`src/design/gmdu_pkg.sv`:
```
// package for the generic message and doorbell unit: offsets, reset values, carriers
// assumes both register ports are simple one-cycle word strobes on the host clock
// Operation
// - processor outbound message write latches, interrupts PCI
// - outbound message write sets its status bit
// - writing one clears status bit, interrupt
// - message mask bit suppresses PCI interrupt
// - processor doorbell set interrupts PCI unless masked
// - PCI write one clears outbound doorbell
// - doorbell mask zero enables, one masks
// - PCI inbound message write interrupts processor
// - processor reads both inbound message words
// - PCI write one sets inbound doorbell
// - messages, status, outbound doorbells reset zero
package gmdu_pkg;
    localparam logic [11:0] OFF_OUT_MSG0   = 12'h100; // outbound message word 0
    localparam logic [11:0] OFF_OUT_MSG1   = 12'h104; // outbound message word 1
    localparam logic [11:0] OFF_OUT_BELL   = 12'h108; // outbound doorbell bits
    localparam logic [11:0] OFF_IN_MSG0    = 12'h110; // inbound message word 0
    localparam logic [11:0] OFF_IN_MSG1    = 12'h114; // inbound message word 1
    localparam logic [11:0] OFF_IN_BELL    = 12'h118; // inbound doorbell bits
    localparam logic [11:0] OFF_OUT_STAT   = 12'h120; // outbound message status
    localparam logic [11:0] OFF_OUT_MASK   = 12'h124; // outbound message mask
    localparam logic [11:0] OFF_BELL_MASK  = 12'h128; // outbound doorbell mask
    localparam logic [31:0] RST_WORD       = 32'h0000_0000; // message word and read data reset
    localparam logic [1:0]  RST_MSG_MASK   = 2'h0; // message mask reset
    localparam logic [31:0] RST_BELL_MASK  = 32'h0000_0000; // doorbell mask reset
    localparam logic [31:0] RST_IN_BELL    = 32'h0000_0000; // inbound bell reset
    localparam logic [1:0]  RST_OUT_STAT   = 2'h0; // outbound status reset
    localparam logic        RST_LEVEL      = 1'b0; // pending flag and interrupt reset
    localparam int          BIT_IN_MSG     = 2; // processor-view inbound pending bit
    localparam int          BIT_FLAG0      = 0; // status / mask bit for word 0
    localparam int          BIT_FLAG1      = 1; // status / mask bit for word 1

    // one register access on either side
    typedef struct packed {
        logic        wr;   // write strobe
        logic        rd;   // read strobe
        logic [11:0] addr; // byte offset in the group
        logic [31:0] wdata; // write data
    } gmdu_req_t;
endpackage

```
`src/design/gmdu_flag32.sv`:
```
// 32 sticky flags with separate set and clear masks
// assumes set and clear arrive as one-cycle masks on clock_i
`timescale 1ns/1ps
module gmdu_flag32 #(
    parameter int W = 32
) (
    input  wire logic         clock_i, // host clock
    input  wire logic         rstn_i,  // async reset, low
    input  wire logic [W-1:0] set_i,   // bits to set
    input  wire logic [W-1:0] clr_i,   // bits to clear
    output logic      [W-1:0] flag_o   // flag state
);
    // set beats clear in the same cycle
    always_ff @(posedge clock_i or negedge rstn_i) begin
        if (!rstn_i) begin
            flag_o <= '0;
        end else begin
            flag_o <= (flag_o & ~clr_i) | set_i;
        end
    end
endmodule

```
`src/design/gmdu_top.sv`:
```
// message and doorbell unit: processor register group and PCI register group
// assumes both request ports are on clock_i; read data is valid the cycle after rd
`timescale 1ns/1ps
module gmdu_top (
    input  wire logic               clock_i,     // host bus clock, 10 MHz
    input  wire logic               rstn_i,      // async reset, low
    input  wire gmdu_pkg::gmdu_req_t cpu_req_i,  // processor side access
    output logic [31:0]             cpu_rdata_o, // processor read data
    input  wire gmdu_pkg::gmdu_req_t pci_req_i,  // PCI side access
    output logic [31:0]             pci_rdata_o, // PCI read data
    input  wire logic               processor_irq_enable_i, // processor irq enable
    output logic                    pci_irq_o,   // PCI interrupt, high active
    output logic                    cpu_irq_o    // processor interrupt, high active
);
    logic [31:0] out_msg0_r;      // outbound message word 0
    logic [31:0] out_msg1_r;      // outbound message word 1
    logic [31:0] in_msg0_r;       // inbound message word 0
    logic [31:0] in_msg1_r;       // inbound message word 1
    logic [1:0]  out_msg_flag_r;  // outbound message status
    logic [1:0]  out_msg_mask_r;  // outbound message mask
    logic [31:0] bell_mask_r;     // outbound doorbell mask
    logic        in_msg_flag_r;   // inbound message pending
    logic [31:0] out_bell_flag;   // outbound doorbells
    logic [31:0] in_bell_flag;    // inbound doorbells
    logic [31:0] ob_set;          // outbound bell set mask
    logic [31:0] ob_clr;          // outbound bell clear mask
    logic [31:0] ib_set;          // inbound bell set mask
    logic [31:0] ib_clr;          // inbound bell clear mask
    logic        cw0, cw1, pw0, pw1; // message word write strobes

    // write hit on a given offset
    function automatic logic hit(input gmdu_pkg::gmdu_req_t r, input logic [11:0] a);
        hit = r.wr && (r.addr == a);
    endfunction

    assign cw0 = hit(cpu_req_i, gmdu_pkg::OFF_OUT_MSG0);
    assign cw1 = hit(cpu_req_i, gmdu_pkg::OFF_OUT_MSG1);
    assign pw0 = hit(pci_req_i, gmdu_pkg::OFF_IN_MSG0);
    assign pw1 = hit(pci_req_i, gmdu_pkg::OFF_IN_MSG1);

    always_ff @(posedge clock_i or negedge rstn_i) begin
        if (!rstn_i) begin
            out_msg0_r <= gmdu_pkg::RST_WORD;
            out_msg1_r <= gmdu_pkg::RST_WORD;
        end else begin
            if (cw0) begin
                out_msg0_r <= cpu_req_i.wdata;
            end
            if (cw1) begin
                out_msg1_r <= cpu_req_i.wdata;
            end
        end
    end

    always_ff @(posedge clock_i or negedge rstn_i) begin
        if (!rstn_i) begin
            in_msg0_r <= gmdu_pkg::RST_WORD;
            in_msg1_r <= gmdu_pkg::RST_WORD;
        end else begin
            if (pw0) begin
                in_msg0_r <= pci_req_i.wdata;
            end
            if (pw1) begin
                in_msg1_r <= pci_req_i.wdata;
            end
        end
    end

    // inbound message pending: set by PCI write, cleared by processor w1c at its status slot
    always_ff @(posedge clock_i or negedge rstn_i) begin
        if (!rstn_i) begin
            in_msg_flag_r <= gmdu_pkg::RST_LEVEL;
        end else if (pw0 || pw1) begin
            in_msg_flag_r <= 1'b1;
        end else if (hit(cpu_req_i, gmdu_pkg::OFF_OUT_STAT) &&
                     cpu_req_i.wdata[gmdu_pkg::BIT_IN_MSG]) begin
            in_msg_flag_r <= 1'b0;
        end
    end

    always_ff @(posedge clock_i or negedge rstn_i) begin
        if (!rstn_i) begin
            out_msg_flag_r <= gmdu_pkg::RST_OUT_STAT;
        end else begin
            for (int i = 0; i < 2; i++) begin
                if ((i == 0) ? cw0 : cw1) begin
                    out_msg_flag_r[i] <= 1'b1;
                end else if (hit(pci_req_i, gmdu_pkg::OFF_OUT_STAT) && pci_req_i.wdata[i]) begin
                    out_msg_flag_r[i] <= 1'b0;
                end
            end
        end
    end

    always_ff @(posedge clock_i or negedge rstn_i) begin
        if (!rstn_i) begin
            out_msg_mask_r <= gmdu_pkg::RST_MSG_MASK;
            bell_mask_r    <= gmdu_pkg::RST_BELL_MASK;
        end else begin
            if (hit(pci_req_i, gmdu_pkg::OFF_OUT_MASK)) begin
                out_msg_mask_r <= pci_req_i.wdata[1:0];
            end
            if (hit(pci_req_i, gmdu_pkg::OFF_BELL_MASK)) begin
                bell_mask_r <= pci_req_i.wdata;
            end
        end
    end

    assign ob_set = hit(cpu_req_i, gmdu_pkg::OFF_OUT_BELL) ? cpu_req_i.wdata : 32'h0000_0000;
    assign ob_clr = hit(pci_req_i, gmdu_pkg::OFF_OUT_BELL) ? pci_req_i.wdata : 32'h0000_0000;
    assign ib_set = hit(pci_req_i, gmdu_pkg::OFF_IN_BELL) ? pci_req_i.wdata : 32'h0000_0000;
    // processor clears inbound doorbells by writing ones
    assign ib_clr = hit(cpu_req_i, gmdu_pkg::OFF_IN_BELL) ? cpu_req_i.wdata : 32'h0000_0000;

    // outbound doorbell flags
    gmdu_flag32 #(.W(32)) u_out_bell (
        .clock_i (clock_i),
        .rstn_i  (rstn_i),
        .set_i   (ob_set),
        .clr_i   (ob_clr),
        .flag_o  (out_bell_flag)
    );

    // inbound doorbell flags
    gmdu_flag32 #(.W(32)) u_in_bell (
        .clock_i (clock_i),
        .rstn_i  (rstn_i),
        .set_i   (ib_set),
        .clr_i   (ib_clr),
        .flag_o  (in_bell_flag)
    );

    always_ff @(posedge clock_i or negedge rstn_i) begin
        if (!rstn_i) begin
            pci_irq_o <= gmdu_pkg::RST_LEVEL;
        end else begin
            pci_irq_o <= (|(out_msg_flag_r & ~out_msg_mask_r)) |
                         (|(out_bell_flag & ~bell_mask_r));
        end
    end

    always_ff @(posedge clock_i or negedge rstn_i) begin
        if (!rstn_i) begin
            cpu_irq_o <= gmdu_pkg::RST_LEVEL;
        end else begin
            cpu_irq_o <= processor_irq_enable_i & ((|in_bell_flag) | in_msg_flag_r);
        end
    end

    always_ff @(posedge clock_i or negedge rstn_i) begin
        if (!rstn_i) begin
            cpu_rdata_o <= gmdu_pkg::RST_WORD;
        end else if (cpu_req_i.rd) begin
            if (cpu_req_i.addr == gmdu_pkg::OFF_OUT_MSG0) begin
                cpu_rdata_o <= out_msg0_r;
            end else if (cpu_req_i.addr == gmdu_pkg::OFF_OUT_MSG1) begin
                cpu_rdata_o <= out_msg1_r;
            end else if (cpu_req_i.addr == gmdu_pkg::OFF_OUT_BELL) begin
                cpu_rdata_o <= out_bell_flag;
            end else if (cpu_req_i.addr == gmdu_pkg::OFF_IN_MSG0) begin
                cpu_rdata_o <= in_msg0_r;
            end else if (cpu_req_i.addr == gmdu_pkg::OFF_IN_MSG1) begin
                cpu_rdata_o <= in_msg1_r;
            end else if (cpu_req_i.addr == gmdu_pkg::OFF_IN_BELL) begin
                cpu_rdata_o <= in_bell_flag;
            end else if (cpu_req_i.addr == gmdu_pkg::OFF_OUT_STAT) begin
                cpu_rdata_o <= {29'h0, in_msg_flag_r, out_msg_flag_r};
            end else begin
                cpu_rdata_o <= 32'h0000_0000;
            end
        end
    end

    always_ff @(posedge clock_i or negedge rstn_i) begin
        if (!rstn_i) begin
            pci_rdata_o <= gmdu_pkg::RST_WORD;
        end else if (pci_req_i.rd) begin
            if (pci_req_i.addr == gmdu_pkg::OFF_OUT_MSG0) begin
                pci_rdata_o <= out_msg0_r;
            end else if (pci_req_i.addr == gmdu_pkg::OFF_OUT_MSG1) begin
                pci_rdata_o <= out_msg1_r;
            end else if (pci_req_i.addr == gmdu_pkg::OFF_OUT_BELL) begin
                pci_rdata_o <= out_bell_flag;
            end else if (pci_req_i.addr == gmdu_pkg::OFF_IN_MSG0) begin
                pci_rdata_o <= in_msg0_r;
            end else if (pci_req_i.addr == gmdu_pkg::OFF_IN_MSG1) begin
                pci_rdata_o <= in_msg1_r;
            end else if (pci_req_i.addr == gmdu_pkg::OFF_IN_BELL) begin
                pci_rdata_o <= in_bell_flag;
            end else if (pci_req_i.addr == gmdu_pkg::OFF_OUT_STAT) begin
                pci_rdata_o <= {30'h0, out_msg_flag_r};
            end else if (pci_req_i.addr == gmdu_pkg::OFF_OUT_MASK) begin
                pci_rdata_o <= {30'h0, out_msg_mask_r};
            end else if (pci_req_i.addr == gmdu_pkg::OFF_BELL_MASK) begin
                pci_rdata_o <= bell_mask_r;
            end else begin
                pci_rdata_o <= 32'h0000_0000;
            end
        end
    end
endmodule

```
`config.mk`:
```
export PLATFORM = sky130hd
export DESIGN_NAME = gmdu_top
export DESIGN_NICKNAME = d
export VERILOG_FILES = /design/src/design/gmdu_pkg.sv /design/src/design/gmdu_flag32.sv /design/src/design/gmdu_top.sv
export SDC_FILE = /design/constraint.sdc
export NUM_CORES = 1
export LEC_CHECK = 0
export BUFFER_PORTS_ARGS = -buffer_cell sky130_fd_sc_hd__clkbuf_2
export CORE_MARGIN = 2
export CORE_UTILIZATION = 29
export CTS_CLUSTER_SIZE = 28
export DETAILED_ROUTE_END_ITERATION = 6
export GPL_TIMING_DRIVEN = 0
export REMOVE_ABC_BUFFERS = 1
export SLEW_MARGIN = 20
export SYNTH_ARGS = -nofsm -noshare
export SYNTH_HDL_FRONTEND = slang
export SYNTH_SLANG_ARGS = --single-unit
```
`constraint.sdc`:
```
create_clock -name clock_i -period 3 [get_ports clock_i]
set_input_delay 0.45 -clock clock_i [delete_from_list [all_inputs] [get_ports clock_i]]
set_output_delay 0.45 -clock clock_i [all_outputs]
set_load 0.05 [all_outputs]
```
==> metrics <==
largest net degree at the start of global routing=72; Post-synth EDFFs=0; Setup-failing EPs final=0; hold path start=cpu_req_i[28]; Slew headroom=21.9%; Worst Skew=0.0118 ns; max cap viols=0; CTS Buf Count=35; Seq cells post-synth=295; CP startpoint kind=input port; P&R area growth vs syn=21.1%; P_int=0.00680 W; FF-to-FF Start=u_out_bell.flag_o[0]; Min Hold Slack=0.181 ns; GP Congestion=0.885; post-layout net count=1,674; grt ovf=0; Syn Area/Cell=10.6 µm²; CTS tree=yes; drt total wl=61,300 µm; leading area contributor after synthesis=dfrtp_1; top cells by area, synth=dfrtp_1 (48%), mux2_2 (10%), a22o_1 (3.9%), nand2_1 (3.7%), o21ai_0 (2.7%); Worst-path clk slew=0.06 ns; via count=13,345; clk_lat worst skew=0.54 ns; H-Tree Depth=2; core area=52,200 µm²; Seq pwr share=44.4%; final antenna-violating net count=0; post-synth top area share=48.5%; starting density of the core=29.2%; row cnt=84; sequential fraction of the synthesis area=48.5%; Iteration-0 DRC Markers=1,416; crit-path max cell delay=0.71 ns; io pins=161; Net Sw Frac=25.3%; Yosys warning count=0; CP max stage cell=nor4b_4; Mapped Area=15,200 µm²; Period minus WS final=2.95 ns; Async SR Flop Fraction=100%; Highest Clock Rate=339 MHz; Hold Path Class=input port to register; ys flop type=dfrtp_1; Worst Tran Pin Value=1.16 ns; Final Cycle Share=98.3%; critical path class=input port to register; IO buf count=160; Worst IR Drop VDD=0.338 mV; fin. max-slew vios=0; R2R Setup Slk=0.78 ns; Hold Path End=out_msg0_r[28]; Die ar.=54,400 µm²; die extent in x=233 µm; critical path, cell by cell=clkbuf_4 -> nor4b_4 -> and2_1 -> and3_2 -> buf_12 -> nand2_1 -> a22o_1; Gate Count Post-Synth=1,444; hold path cells=2; die height=233 µm; status=finished, final reports clean; DR WL/cell=26.7 µm; combinational group share of total power=7.7%; clock share of power=47.9%; RSZ-0062 raised after global routing=false; total negative slack=0 ns; clock root cell=clkbuf_16; Vias/cell=5.81; reg2reg end=pci_irq_o; Fill cells=5,150; Crit. End Element=register; leakage=7.99 nW; Pwr Density=493 nW/µm²; antenna violations before repair=9; R2R depth=5; Net Sw Power=0.00230 W; Sink Count=295; CP max FO=53; share of cells above drive strength 1=29.0%; gr usage total=22.3%; Yosys cell types=71; Crit path required time=3.41 ns; global-route wire length before repair=89,200 µm; Final HPWL DP=41,800 µm; Clock Tree Buf Depth=3; # DRC=0; Final Hold Viols=0; vias in the first global route=13,067; Pre-antenna DRT Iters=5; WP data arrival=3.36 ns
[metal layers]
| layer | GRT usage, % | up-vias | part of all wire (%) |
|---|---|---|---|
| li1 | - | 5701 | - |
| met1 | 28.8 | 6765 | 41 |
| met2 | 35.2 | 724 | 46 |
| met3 | 5.63 | 147 | 9.2 |
| met4 | 9.77 | 8 | 3.9 |
| met5 | 0 | - | 0.085 |
[state kept, by name, summed over array words and instances, names as in the netlist]
name / count
bell_mask_r: 32
cpu_irq_o: 1
cpu_rdata_o: 32
in_msg0_r: 32
in_msg1_r: 32
in_msg_flag_r: 1
out_msg0_r: 32
out_msg1_r: 32
out_msg_flag_r: 2
out_msg_mask_r: 2
pci_irq_o: 1
pci_rdata_o: 32
u_in_bell.flag_o: 32
u_out_bell.flag_o: 32
[cells by family after synthesis]
group / count (synthesis) / share of synthesized area [%]
AOI/OAI and AO/OA: 453 / 21.5
and+or+nand+nor: 338 / 11.7
DFF: 295 / 48.5
buffers and inverters: 180 / 5.31
muxes: 178 / 13.1
[cells in the final DEF (no fill, tap or decap), types with 19 or more instances in the layout]
cell type | Yosys | layout
nand2b_1 | 19 | 19
o22ai_1 | 43 | 43
clkbuf_16 | 0 | 35
o21ai_0 | 82 | 82
mux2_1 | 21 | 21
a221oi_1 | 42 | 42
nor2_1 | 39 | 38
a31oi_1 | 35 | 35
a22o_1 | 67 | 67
nand2_1 | 152 | 151
nor2b_1 | 34 | 31
dfrtp_1 | 295 | 295
mux2_2 | 142 | 142
a21oi_1 | 38 | 38
inv_1 | 71 | 71
a221o_1 | 20 | 20
clkbuf_2 | 0 | 153
a22oi_1 | 39 | 39
[critical path, delay by kind of cell]
family | cells | cell delay (ns)
buffers and inverters | 2 | 0.88
AO/OA/AOI/OAI | 1 | 0.18
AND/OR/NAND/NOR | 4 | 1.80
[area by class of cell]
type | instances | area (µm²) | area share, %
flip-flops and latches | 295 | 7380 | 40.0
multi-input cells | 970 | 7190 | 39.0
clock inverters | 12 | 146 | 0.793
diodes | 5 | 12.5 | 0.0678
repair buffers | 206 | 1590 | 8.62
well taps | 688 | 861 | 4.67
inverters | 71 | 267 | 1.44
clock buffers | 48 | 1000 | 5.44
[how the worst max path moves through the flow]
| stage | start | endpoint | slack [ns] | cells past startpoint |
|---|---|---|---|---|
| 3_3_place_gp | rstn_i | cpu_rdata_o[5] | -5.02 | 1 |
| 2_1_floorplan | cpu_req_i[39] | u_out_bell.flag_o[0] | -0.47 | 5 |
| 6_report | cpu_req_i[35] | u_in_bell.flag_o[8] | 0.05 | 7 |
| 3_5_place_dp | cpu_req_i[39] | out_msg0_r[5] | -1.43 | 9 |
| 5_1_grt | cpu_req_i[39] | cpu_rdata_o[18] | 0.03 | 9 |
| 4_1_cts | cpu_req_i[39] | out_msg0_r[5] | 0.007 | 9 |
[per-stage QoR]
| stage | cells | instance area, µm² | worst slack (ns) | power (W) | util, % |
|---|---|---|---|---|---|
| 3_3_place_gp | 2183 | 16400 | -5.02 | 0.00474 | 31.3 |
| 4_1_cts | 2287 | 18400 | 0.00735 | 0.00913 | 35.2 |
| 5_1_grt | 2292 | 18400 | 0.0278 | 0.00935 | 35.3 |
| 3_5_place_dp | 2224 | 17200 | -1.43 | 0.00480 | 32.9 |
| 2_1_floorplan | 1335 | 14700 | -0.469 | 0.00433 | - |
| 6_report | 2295 | 18500 | 0.0524 | 0.00910 | 35.3 |
[timing repair]
| action | in CTS | in global routing |
|---|---|---|
| hold endpoints to repair | 55 | 0 |
| gates resized for setup | 3 | 3 |
| gates cloned | 1 | 0 |
| setup endpoints to repair | 99 | 53 |
| pin swaps | 1 | 0 |
| hold buffers | 1 | 0 |
| setup buffers | 1 | 3 |
[cell usage after synthesis (4+ instances only)]
cell type,count
nor3_1,8
o221ai_1,8
buf_2,34
nor2_1,39
a22o_1,67
o21ai_0,82
a21oi_1,38
nand3_1,18
nand2_1,152
a32oi_1,7
buf_4,8
inv_1,71
nand2b_1,19
a211o_1,6
o22ai_1,43
nand3b_1,7
mux2_2,142
mux2_1,21
a31oi_1,35
nor4_1,13
a221oi_1,42
clkbuf_1,55
mux2i_1,14
buf_6,8
o211ai_1,13
a221o_1,20
a32o_1,4
a22oi_1,39
and3_1,4
nor2b_1,34
nand4_1,7
buf_1,4
o2111ai_1,4
dfrtp_1,295
o21ai_1,10
a31o_2,17
[power by group through the flow]
stage	combinational [W]	clock (W)	sequential [W]
3_5_place_dp	0.000689	0	0.00411
2_1_floorplan	0.000150	0	0.00418
4_1_cts	0.000694	0.00440	0.00404
3_3_place_gp	0.000626	0	0.00411
5_1_grt	0.000747	0.00456	0.00404
6_report	0.000703	0.00436	0.00404
No activity file was read; power rests on OpenSTA's default activity.
